`src/design/sss_params.svh`:
```
/*
 Constants of the sleep state sequencer: register offsets, field positions,
 reset values, sleep type codes and step timing.
 Assumes a 125 MHz clock and a 32-bit Avalon-MM slave with byte addresses.
*/
`ifndef SSS_PARAMS_SVH
`define SSS_PARAMS_SVH

// ****************************************
// Register offsets
// ****************************************
`define SSS_OFS_CTRL      5'h00
`define SSS_OFS_STATUS    5'h04
`define SSS_OFS_WAKE_EN   5'h08
`define SSS_OFS_SYSTEM_MANAGEMENT_COMMAND_PORT   5'h0c

// ****************************************
// Field positions
// ****************************************
`define SSS_CTRL_EN_BIT   8
`define SSS_STAT_WAKE_BIT 0
`define SSS_STAT_SMI_BIT  1
`define SSS_STAT_BUSY_BIT 8

// ****************************************
// Codes and reset values
// ****************************************
`define SSS_TYPE_S2       3'h2
`define SSS_TYPE_S3       3'h3
`define SSS_TYPE_S4       3'h4
`define SSS_TYPE_S5       3'h5
// Arbitrary command value
`define SSS_HIB_REQ       8'h5a
`define SSS_RST_TYPE      3'h0
`define SSS_RST_WAKE_EN   1'b0

// ****************************************
// Timing
// ****************************************
`define SSS_CLK_MHZ       125
`define SSS_STEP_NS       1000
`define SSS_STEP_CYC      ((`SSS_STEP_NS * `SSS_CLK_MHZ + 999) / 1000)

`endif

```
`src/design/sss_pkg.sv`:
```
/*
 Types of the sleep state sequencer: sequencer states and sleep kinds.
 Assumes nothing of its surroundings.
*/
package sss_pkg;
   typedef enum logic [3:0] {
      ST_WORK    = 4'h0,
      ST_REFRESH = 4'h1,
      ST_ISOLATE = 4'h2,
      ST_CLKSTOP = 4'h3,
      ST_PWROFF  = 4'h4,
      ST_SLEEP   = 4'h5,
      ST_PWRON   = 4'h6,
      ST_CLKON   = 4'h7,
      ST_RELEASE = 4'h8
   } sss_state_t;

   typedef enum logic [1:0] {
      K_NONE = 2'h0,
      K_S2   = 2'h1,
      K_S3   = 2'h2,
      K_OFF  = 2'h3
   } sss_kind_t;
endpackage : sss_pkg

```
`src/design/sss_sequencer.sv`:
```
/*
 Sleep state sequencer: Avalon-MM register slave plus the power sequence for
 the S2, S3, S4 and S5 states.
 Assumes wake and power button pins are asynchronous, and that the clock
 and power outputs drive external clock and supply control.
*/
// Implementation choices: register access over Avalon-MM and the placing of the registers.
// Overview of operation
// - Entering S2 stops all system clocks; only the real-time clock runs.
// - Entering S2 puts memory into self-refresh so its contents survive.
// - Entering S2 removes power from processor and cache.
// - S2 wake resets the processor while core logic and memory keep context.
// - During S2 chipset configuration and memory contents are kept.
// - Entering S3 puts memory into a low-power self-refresh condition.
// - In S3 memory devices isolate before power is removed.
// - In S3 only memory-sustaining devices stay powered.
// - S3 wake restores power and resets most devices.
// - In S4 all devices lose power.
// - Host-initiated S4 through sleep type write is always supported.
// - S5 keeps no context but a power button press still wakes.
// - S4 and S5 follow the identical hardware sequence.
// - The sequence starts on the write that sets type and enable.
// - Wake status is set when an enabled wake event occurs asleep.
`timescale 1ns/100ps
`include "sss_params.svh"

module sss_sequencer (
   input  wire logic        mclk,
   input  wire logic        rst_n,
   input  wire logic [4:0]  avs_address,
   input  wire logic        avs_read,
   input  wire logic        avs_write,
   input  wire logic [31:0] avs_writedata,
   input  wire logic [3:0]  avs_byteenable,
   output logic      [31:0] avs_readdata,
   output logic             avs_waitrequest,
   input  wire logic        wakeEventPin,
   input  wire logic        pwrButtonPin,
   output logic             sysClkEn,
   output logic             memSelfRefresh,
   output logic             memIsolate,
   output logic             cpuPwrEn,
   output logic             mainPwrEn,
   output logic             memPwrEn,
   output logic             cpuRstN,
   output logic             coreRstN,
   output logic             smiReq
);
   localparam logic [7:0] STEP_LAST = 8'(`SSS_STEP_CYC - 1);
   localparam int WAKE_MAX = 600;

   sss_pkg::sss_state_t state_ff, nxt_state;
   sss_pkg::sss_kind_t  kind_ff, nxt_kind;
   logic [7:0]  stepCnt_ff, nxt_stepCnt;
   logic [31:0] readData_ff, nxt_readData;
   logic [2:0]  type_ff, nxt_type;
   logic        waitReq_ff, nxt_waitReq;
   logic        wakeEn_ff, nxt_wakeEn;
   logic        wakeSts_ff, nxt_wakeSts;
   logic        smiPend_ff, nxt_smiPend;
   logic        smiReq_ff, nxt_smiReq;
   logic        start_ff, nxt_start;
   logic        clk_ff, nxt_clk, refr_ff, nxt_refr, iso_ff, nxt_iso;
   logic        cpuPwr_ff, nxt_cpuPwr, mainPwr_ff, nxt_mainPwr;
   logic        memPwr_ff, nxt_memPwr, cpuRst_ff, nxt_cpuRst;
   logic        coreRst_ff, nxt_coreRst;
   logic [1:0]  wakeMeta_ff, btnMeta_ff;
   logic        wrTake, stepDone, wakeHit;

   // ****************************************
   // Decode
   // ****************************************
   // S4 and S5 share one kind so their hardware sequence cannot diverge
   function automatic sss_pkg::sss_kind_t kindOf(input logic [2:0] t);
      case (t)
         `SSS_TYPE_S2: kindOf = sss_pkg::K_S2;
         `SSS_TYPE_S3: kindOf = sss_pkg::K_S3;
         `SSS_TYPE_S4: kindOf = sss_pkg::K_OFF;
         `SSS_TYPE_S5: kindOf = sss_pkg::K_OFF;
         default:      kindOf = sss_pkg::K_NONE;
      endcase
   endfunction : kindOf

   // ****************************************
   // Pin synchronisers
   // ****************************************
   always_ff @(posedge mclk or negedge rst_n) begin
      if (!rst_n) begin
         wakeMeta_ff <= 2'h0;
         btnMeta_ff  <= 2'h0;
      end else begin
         wakeMeta_ff <= {wakeMeta_ff[0], wakeEventPin};
         btnMeta_ff  <= {btnMeta_ff[0], pwrButtonPin};
      end
   end

   assign wrTake   = avs_write && !waitReq_ff;
   assign stepDone = (stepCnt_ff == STEP_LAST);
   // Power button always wakes, so S5 is never a dead end
   assign wakeHit  = (state_ff == sss_pkg::ST_SLEEP) &&
                     ((wakeMeta_ff[1] && wakeEn_ff) || btnMeta_ff[1]);

   // ****************************************
   // Register slave
   // ****************************************
   always_comb begin
      nxt_waitReq  = !((avs_read || avs_write) && waitReq_ff);
      nxt_readData = readData_ff;
      nxt_type     = type_ff;
      nxt_wakeEn   = wakeEn_ff;
      nxt_wakeSts  = wakeSts_ff;
      nxt_smiPend  = smiPend_ff;
      nxt_smiReq   = 1'b0;
      nxt_start    = 1'b0;
      if (avs_read && waitReq_ff) begin
         nxt_readData = 32'h0;
         case (avs_address)
            `SSS_OFS_CTRL:    nxt_readData[2:0] = type_ff;
            `SSS_OFS_STATUS: begin
               nxt_readData[`SSS_STAT_WAKE_BIT] = wakeSts_ff;
               nxt_readData[`SSS_STAT_SMI_BIT]  = smiPend_ff;
               nxt_readData[7:4]                = state_ff;
               nxt_readData[`SSS_STAT_BUSY_BIT] = (state_ff != sss_pkg::ST_WORK);
            end
            `SSS_OFS_WAKE_EN: nxt_readData[0] = wakeEn_ff;
            default:          nxt_readData = 32'h0;
         endcase
      end
      if (wrTake) begin
         case (avs_address)
            `SSS_OFS_CTRL: begin
               // Type is kept across sleep; no wake path touches it
               if (avs_byteenable[0]) nxt_type = avs_writedata[2:0];
               if (avs_byteenable[1] && avs_writedata[`SSS_CTRL_EN_BIT]) nxt_start = 1'b1;
            end
            `SSS_OFS_STATUS: begin
               if (avs_byteenable[0] && avs_writedata[`SSS_STAT_WAKE_BIT]) nxt_wakeSts = 1'b0;
               if (avs_byteenable[0] && avs_writedata[`SSS_STAT_SMI_BIT]) nxt_smiPend = 1'b0;
            end
            `SSS_OFS_WAKE_EN: if (avs_byteenable[0]) nxt_wakeEn = avs_writedata[0];
            `SSS_OFS_SYSTEM_MANAGEMENT_COMMAND_PORT: begin
               // Firmware takes over and later writes the S4 type itself
               if (avs_byteenable[0] && avs_writedata[7:0] == `SSS_HIB_REQ) begin
                  nxt_smiPend = 1'b1;
                  nxt_smiReq  = 1'b1;
               end
            end
            default: nxt_type = type_ff;
         endcase
      end
      // Set wins over a clear in the same cycle
      if (wakeHit) nxt_wakeSts = 1'b1;
   end

   always_ff @(posedge mclk or negedge rst_n) begin
      if (!rst_n) begin
         waitReq_ff  <= 1'b1;
         readData_ff <= 32'h0;
         type_ff     <= `SSS_RST_TYPE;
         wakeEn_ff   <= `SSS_RST_WAKE_EN;
         wakeSts_ff  <= 1'b0;
         smiPend_ff  <= 1'b0;
         smiReq_ff   <= 1'b0;
         start_ff    <= 1'b0;
      end else begin
         waitReq_ff  <= nxt_waitReq;
         readData_ff <= nxt_readData;
         type_ff     <= nxt_type;
         wakeEn_ff   <= nxt_wakeEn;
         wakeSts_ff  <= nxt_wakeSts;
         smiPend_ff  <= nxt_smiPend;
         smiReq_ff   <= nxt_smiReq;
         start_ff    <= nxt_start;
      end
   end

   // ****************************************
   // Power sequencer
   // ****************************************
   always_comb begin
      nxt_state   = state_ff;
      nxt_kind    = kind_ff;
      nxt_stepCnt = stepDone ? 8'h00 : stepCnt_ff + 8'h01;
      nxt_clk     = clk_ff;
      nxt_refr    = refr_ff;
      nxt_iso     = iso_ff;
      nxt_cpuPwr  = cpuPwr_ff;
      nxt_mainPwr = mainPwr_ff;
      nxt_memPwr  = memPwr_ff;
      nxt_cpuRst  = cpuRst_ff;
      nxt_coreRst = coreRst_ff;
      case (state_ff)
         sss_pkg::ST_WORK: begin
            nxt_stepCnt = 8'h00;
            {nxt_clk, nxt_cpuPwr, nxt_mainPwr, nxt_memPwr} = 4'hf;
            {nxt_cpuRst, nxt_coreRst, nxt_refr, nxt_iso}   = 4'hc;
            // Unknown type codes are ignored
            if (start_ff && kindOf(type_ff) != sss_pkg::K_NONE) begin
               nxt_kind  = kindOf(type_ff);
               nxt_state = (kindOf(type_ff) == sss_pkg::K_OFF) ?
                           sss_pkg::ST_CLKSTOP : sss_pkg::ST_REFRESH;
            end
         end
         sss_pkg::ST_REFRESH: begin
            nxt_refr = 1'b1;
            if (stepDone) nxt_state = (kind_ff == sss_pkg::K_S3) ?
                                      sss_pkg::ST_ISOLATE : sss_pkg::ST_CLKSTOP;
         end
         sss_pkg::ST_ISOLATE: begin
            nxt_iso = 1'b1;
            if (stepDone) nxt_state = sss_pkg::ST_CLKSTOP;
         end
         sss_pkg::ST_CLKSTOP: begin
            nxt_clk = 1'b0;
            if (stepDone) nxt_state = sss_pkg::ST_PWROFF;
         end
         sss_pkg::ST_PWROFF: begin
            // Resets fall with power so nothing wakes half-initialised
            nxt_cpuPwr = 1'b0;
            nxt_cpuRst = 1'b0;
            if (kind_ff != sss_pkg::K_S2) begin
               nxt_mainPwr = 1'b0;
               nxt_coreRst = 1'b0;
            end
            if (kind_ff == sss_pkg::K_OFF) nxt_memPwr = 1'b0;
            if (stepDone) nxt_state = sss_pkg::ST_SLEEP;
         end
         sss_pkg::ST_SLEEP: begin
            nxt_stepCnt = 8'h00;
            if (wakeHit) nxt_state = sss_pkg::ST_PWRON;
         end
         sss_pkg::ST_PWRON: begin
            {nxt_cpuPwr, nxt_mainPwr, nxt_memPwr} = 3'h7;
            if (stepDone) nxt_state = sss_pkg::ST_CLKON;
         end
         sss_pkg::ST_CLKON: begin
            nxt_clk = 1'b1;
            if (stepDone) nxt_state = sss_pkg::ST_RELEASE;
         end
         sss_pkg::ST_RELEASE: begin
            // Core leaves reset first; the processor starts last, at boot vector
            nxt_coreRst = 1'b1;
            nxt_refr    = 1'b0;
            nxt_iso     = 1'b0;
            if (stepDone) nxt_state = sss_pkg::ST_WORK;
         end
         default: nxt_state = sss_pkg::ST_WORK;
      endcase
   end

   always_ff @(posedge mclk or negedge rst_n) begin
      if (!rst_n) begin
         state_ff   <= sss_pkg::ST_WORK;
         kind_ff    <= sss_pkg::K_NONE;
         stepCnt_ff <= 8'h00;
         clk_ff     <= 1'b1;
         refr_ff    <= 1'b0;
         iso_ff     <= 1'b0;
         cpuPwr_ff  <= 1'b1;
         mainPwr_ff <= 1'b1;
         memPwr_ff  <= 1'b1;
         cpuRst_ff  <= 1'b1;
         coreRst_ff <= 1'b1;
      end else begin
         state_ff   <= nxt_state;
         kind_ff    <= nxt_kind;
         stepCnt_ff <= nxt_stepCnt;
         clk_ff     <= nxt_clk;
         refr_ff    <= nxt_refr;
         iso_ff     <= nxt_iso;
         cpuPwr_ff  <= nxt_cpuPwr;
         mainPwr_ff <= nxt_mainPwr;
         memPwr_ff  <= nxt_memPwr;
         cpuRst_ff  <= nxt_cpuRst;
         coreRst_ff <= nxt_coreRst;
      end
   end

   assign avs_readdata    = readData_ff;
   assign avs_waitrequest = waitReq_ff;
   assign sysClkEn        = clk_ff;
   assign memSelfRefresh  = refr_ff;
   assign memIsolate      = iso_ff;
   assign cpuPwrEn        = cpuPwr_ff;
   assign mainPwrEn       = mainPwr_ff;
   assign memPwrEn        = memPwr_ff;
   assign cpuRstN         = cpuRst_ff;
   assign coreRstN        = coreRst_ff;
   assign smiReq          = smiReq_ff;
endmodule : sss_sequencer

```
`config.mk`:
```
export PLATFORM = sky130hd
export DESIGN_NAME = sss_sequencer
export DESIGN_NICKNAME = d
export VERILOG_FILES = /design/src/design/sss_pkg.sv /design/src/design/sss_sequencer.sv
export VERILOG_INCLUDE_DIRS = /design/src /design/src/design
export SDC_FILE = /design/constraint.sdc
export NUM_CORES = 1
export LEC_CHECK = 0
export BUFFER_PORTS_ARGS = -buffer_cell sky130_fd_sc_hd__buf_4
export CAP_MARGIN = 20
export CELL_PAD_IN_SITES_DETAIL_PLACEMENT = 0
export CELL_PAD_IN_SITES_GLOBAL_PLACEMENT = 1
export CORE_UTILIZATION = 35
export DETAILED_ROUTE_END_ITERATION = 8
export MAX_ROUTING_LAYER = met4
export PLACE_DENSITY = 0.76
export SYNTH_ARGS = -nofsm -noshare
export SYNTH_HDL_FRONTEND = slang
export SYNTH_SLANG_ARGS = --single-unit
```
`constraint.sdc`:
```
create_clock -name mclk -period 3.5 [get_ports mclk]
set_input_delay 0.525 -clock mclk [delete_from_list [all_inputs] [get_ports mclk]]
set_output_delay 0.525 -clock mclk [all_outputs]
set_load 0.02 [all_outputs]
```
After elaboration in Yosys (flattened, before gate mapping):

Cells that the tools add are included.

* add/subtract/negate cells: 1
* reduce and logical (&&, ||, !) cells: 42
* shifts and indexed selects: 0
* magnitude comparators: 0
* muxes and demuxes: 45
* multipliers: 0
* eq/ne operators: 34
* bitwise operators: 0
* divide/modulo/power cells: 0

Operators with widths (count)
* $mux W4: 9
* $pmux W4 S9: 1
* $ne A2 B2 Y1 const B: 13
* $reduce_bool A2 Y1: 11
* $pmux W1 S2: 10
* $eq A4 B3 Y1 const B: 4
* $eq A8 B7 Y1 const B: 2
* $mux W1: 16
* $mux W8: 2
* $eq A5 B4 Y1 const B: 2
* $logic_and A1 B1 Y1: 10
* $reduce_or A2 Y1: 5
* $reduce_and A3 Y1: 3
* $reduce_and A9 Y1: 1
* $add A8 B1 Y8 const B: 1
* $eq A4 B2 Y1 const B: 2
* $mux W2: 4
* $reduce_and A2 Y1: 4
* $eq A2 B2 Y1 const B: 3
* $eq A3 B2 Y1 const B: 2
* $eq A3 B3 Y1 const B: 2
* $pmux W2 S3: 1
* $eq A5 B3 Y1 const B: 1
* $logic_not A5 Y1: 1
* 10 further kinds: 12

* bits of input ports: 47
* bits in latches: 0
* RAM bits: 0
* logic and storage cells: 143
* output and inout port bits: 42
* memory bits (read-only): 0
* register bits after elaboration: 43
* memories kept: 0

Longest topological paths before layout:

* depth in word-level cells: 12
* mapped depth: 6

Least setup slack after synthesis:

No wires, ideal clock.

* path type: input to register
* start point: input avs_address[4]
* end point: register type_ff[0]
* path slack: 1.644 ns
* setup time: 0.125 ns
* data arrival time: 1.731 ns
* data required time: 3.375 ns
* stages on the path: 4
* cells stage by stage: or3_1 -> clkbuf_1 -> nor4_2 -> mux2_2

* cells in the longest elaborated chain, start to end: 2

RTL lines
* start: declaration: line sss_sequencer.sv:30 `input wire logic [4:0] avs_address,`
* $logic_not A5 Y1: line sss_sequencer.sv:130 `case (avs_address)`
* $reduce_and A3 Y1 (no line)
* end signal: assignment: line sss_sequencer.sv:159 `` type_ff <= `SSS_RST_TYPE; ``
* end signal: assignment: line sss_sequencer.sv:168 `type_ff <= nxt_type;`
* end: declaration: line sss_sequencer.sv:56 `logic [2:0] type_ff, nxt_type;`

No other way between the ends.
A chain may end at the register's enable or synchronous reset.

Worst setup path in the final report:

* start point: register state_ff[1]
* end point: register state_ff[0]

* cells in the longest elaborated chain, start to end: 4
* elaborated cells on any way between the ends: 21
* those cells by class: eq/ne: 17; mux: 1; reduce/logical: 3

RTL lines
* start: declaration: line sss_sequencer.sv:52 `sss_pkg::sss_state_t state_ff, nxt_state;`
* start signal: assignment: line sss_sequencer.sv:253 `state_ff <= sss_pkg::ST_WORK;`
* start signal: assignment: line sss_sequencer.sv:265 `state_ff <= nxt_state;`
* $eq A4 B3 Y1: line sss_sequencer.sv:100, sss_sequencer.sv:192
* $logic_and A1 B1 Y1: line sss_sequencer.sv:100 `assign wakeHit = (state_ff == sss_pkg::ST_SLEEP) &&`
* $ne A2 B2 Y1 (no line)
* $reduce_and A9 Y1 (no line)

Several ways; a longest one is shown, not always the timed one.

==> impl.org <==
** Synthesis
- Counting instances in the post-synthesis netlist gives the leading cell types as 36 x dfrtp_1, 24 x buf_4, 24 x nor2_1, 22 x nand2_1, 16 x o21ai_0.
- Async S/R FF share, synth :: 100.0%
- Yosys mapped a number of flops with a built-in enable equal to 0.
- Predominant post-synthesis flop cell :: dfrtp_1
- After technology mapping, the gate count stands at 227.
- After synthesis, flip-flops and latches occupy 50.00% of the total area.
- Number of distinct library cells after synthesis :: 45
- Leading cell types by total area after synthesis :: dfrtp_1 42%, dfstp_2 8.5%, buf_4 8.3%
- Fraction of synthesized cell area taken by the top area cell type :: 41.52%
- Count of synthesis-stage warnings from yosys :: 0
- Yosys instantiated no cell more often than dfrtp_1.
- Area of the mapped netlist :: 0.002170 mm^2
- Synth Area per Inst :: 9.558 um^2
- The synthesized design contains 43 register bits.
- The synthesized design spends more area on one cell type than any other, namely dfrtp_1.

** Timing
- For this run, the top clock speed supported by timing is 484.6 MHz.
- Skew final :: 0.008232 ns
- The max-slew violation count is 0.
- Min cycle time layout :: 2.064 ns
- Adding up every negative setup slack in the final design gives 0 ns.
- Share of the clock period used by the worst path after layout :: 58.96%
- Measured against its own limit, the worst slew margin works out to 51.57%.
- The number of hold violations in the final report is 0.
- Setup repair after global routing missed its margin :: false
- At the pin with the least slew margin, the transition time is 0.7209 ns.
- Final hold analysis gives a worst-case slack of 0.2080 ns.
- Setup-violating endpoint count in the final report :: 0

** Drt
- The first routing iteration left 96 violations.
- The detail route stage leaves a number of antenna-violating nets equal to 0.
- Total DRC errors in the routed layout :: 0
- Wirelength per Cell :: 11.96 um
- Vias/cell :: 4.757
- After detailed routing, the total wire length is 4030 um.
- The first TritonRoute pass finished after 4 iterations.
- The final route contains 1603 vias.

** Global routing
- The number of antenna violations at the first check in global routing was 0.
- Entering global routing, the biggest net connects 44 pins.
- Vias in the first global route :: 1457
- In the global route stage, overall resource usage came out at 13.89%.
- Global-route wire length before repair :: 6755 um
- Global routing finished with a remaining overflow of 0.

** Place
- Detailed placement ended at an HPWL of 2929 um.
- In this run the cell area measured after placement is 0.002417 mm^2.
- Buffers placed on the I/O ports in this run total 39.
- Global placement routability congestion :: 0.7457

** CTS
- Clock latency on the worst-skew pair :: 0.29 ns
- The number of setup buffers added after CTS is 0.
- TritonCTS built the clock tree.
- After clock tree synthesis, the clock-pin slew on the worst setup and hold paths is 0.08 ns.
- Total number of clock tree sinks :: 43
- In this run the deepest clock path goes through 2 buffers.
- Number of buffers added by the clock tree synthesis step :: 5
- Clock root buffer master :: clkbuf_8
- Number of H-tree levels :: 2
- Number of hold buffers added after CTS :: 0
- Cells resized by post-CTS repair :: 0

** Worst setup path
- In this run the number of cells on the critical path is 4.
- The slowest stage of the critical path is the dfrtp_1 cell.
- Cell family with the largest share of critical-path delay :: flip-flops
- CP Capture Type :: register
- Data on the critical path arrives at its endpoint at 2.25 ns.
- Critical Setup Path Class :: reg -> reg
- Worst R2R End :: state_ff[0]
- The worst setup path is launched from a register.
- The largest single stage delay on the critical path is 0.57 ns.
- The startpoint identified for the worst register-to-register timing path is state_ff[1].
- The signal on the critical path passes through or3_1, a211oi_1, a221o_1, mux2_1.
- Highest fanout seen on the critical path :: 17
- STA puts the critical path data required time at 3.68 ns.
- Counting both buffers and inverters, the worst setup path holds a total of 0.
- Logic depth of the worst register-to-register path :: 4
- Critical Path End :: state_ff[0]
- Tracing the worst setup path back leads to its startpoint at state_ff[1].
- Worst setup slack for register-to-register paths :: 1.44 ns

** Layout
- With fillers left out, the area of the finished cells amounts to 0.002535 mm^2.
- 0 antenna diodes ended up in the layout.
- Synth-to-Final Area Change :: 16.84%
- Fill cell instance count of the final layout :: 592
- The post-route netlist has 23.28% of its cells at a drive strength greater than 1.
- Net total in the final layout :: 310

** Floorplanning
- 89 I/O pins were placed.
- Core Box Area :: 0.005956 mm^2
- FP Rows :: 28
- Starting density of the core :: 36.43%
- Floorplan die height :: 80.73 um
- The die covers 0.006517 mm^2.
- Measured along the x axis, the die boundary spans 80.73 um.

** Pwr
- In this run the static leakage power is 1.191 nW.
- Pwr/cell area :: 583.6 mW/mm^2
- Total power for the finished layout comes to 1.479 mW.
- IR analysis of the VDD net gives a maximum drop of 0.2692 mV.

** Min path
- The worst hold path belongs to the class in -> async.

** Flow run
- The tool flagged a number of max-cap violations equal to 0.

** Run status
- The flow ran to the end, and the final reports show no timing, DRC or antenna violations.
-- logic make-up (layout without fill, tap and decap cells) --
kind of cell / after synthesis / in the layout / share of synthesized area [%]
AND/OR/NAND/NOR: 77 / 77 / 17.53
buffers and inverters: 46 / 58 / 12.28
AO/OA/AOI/OAI: 43 / 43 / 12.17
flip-flops: 43 / 43 / 50.00
XOR/XNOR: 9 / 9 / 3.633
multiplexers: 6 / 6 / 3.056
adder cells (fa/ha/maj): 2 / 2 / 1.153
other: 1 / 24 / 0.1728
-- routing by layer --
metal  up-vias  global-route usage, %  routed length, um
li1        792                      -                  -
met1       759                  18.44               1925
met2        44                  20.85               1882
met3         8                  3.708                186
met4         0                  3.929                 36
met5         -                      -                  0
-- flip-flops by register name, summed over array words and instances, names as in the netlist, 2 cells and up --
register      count
avs_readdata      8
btnMeta_ff        2
kind_ff           2
state_ff          4
stepCnt_ff        8
type_ff           3
wakeMeta_ff       2
-- power breakdown --
group	internal (mW)	switching, mW
clock network	0.231	0.167
registers	0.587	0.106
logic	0.166	0.223
total	0.984	0.496
-- layout make-up --
class / count / area [um^2] / share of cell area (%)
Clock buffer: 6 / 82.58 / 3.258
Clock inverter: 2 / 35.03 / 1.382
Inverter: 11 / 41.29 / 1.629
Multi-Input combinational cell: 161 / 904.6 / 35.69
Sequential cell: 43 / 1085 / 42.79
Tap cell: 75 / 93.84 / 3.702
Timing Repair Buffer: 39 / 292.8 / 11.55
-- worst min-delay path by stage --
| stage | from | end | slack (ns) | depth (start not counted) |
|---|---|---|---|---|
| floorplan | rst_n | avs_readdata[0] | 0.23 | 0 |
| global placement | btnMeta_ff[0] | btnMeta_ff[1] | 0.34 | 0 |
| detailed placement | wakeMeta_ff[0] | wakeMeta_ff[1] | 0.34 | 0 |
| CTS | rst_n | memIsolate | 0.23 | 1 |
| global route | rst_n | state_ff[2] | 0.24 | 1 |
| finish | rst_n | avs_readdata[7] | 0.21 | 1 |
-- through the flow --
step	cells	utilization [%]	setup slack [ns]
floorplan	250	-	1.645
global placement	329	40.59	1.280
detailed placement	329	40.59	1.324
CTS	337	42.56	1.453
global route	337	42.56	1.279
finish	337	42.56	1.436
-- layout by cell type (no fill, tap or decap), types with 6 or more instances in the layout --
master / count
buf_4: 39
dfrtp_1: 36
nor2_1: 24
conb_1: 24
nand2_1: 22
o21ai_0: 16
inv_1: 11
a21oi_1: 11
xor2_1: 7
dfstp_2: 7
nand3_1: 6
nor3_1: 6
clkbuf_8: 6
No activity file was read; power rests on OpenSTA's default activity.
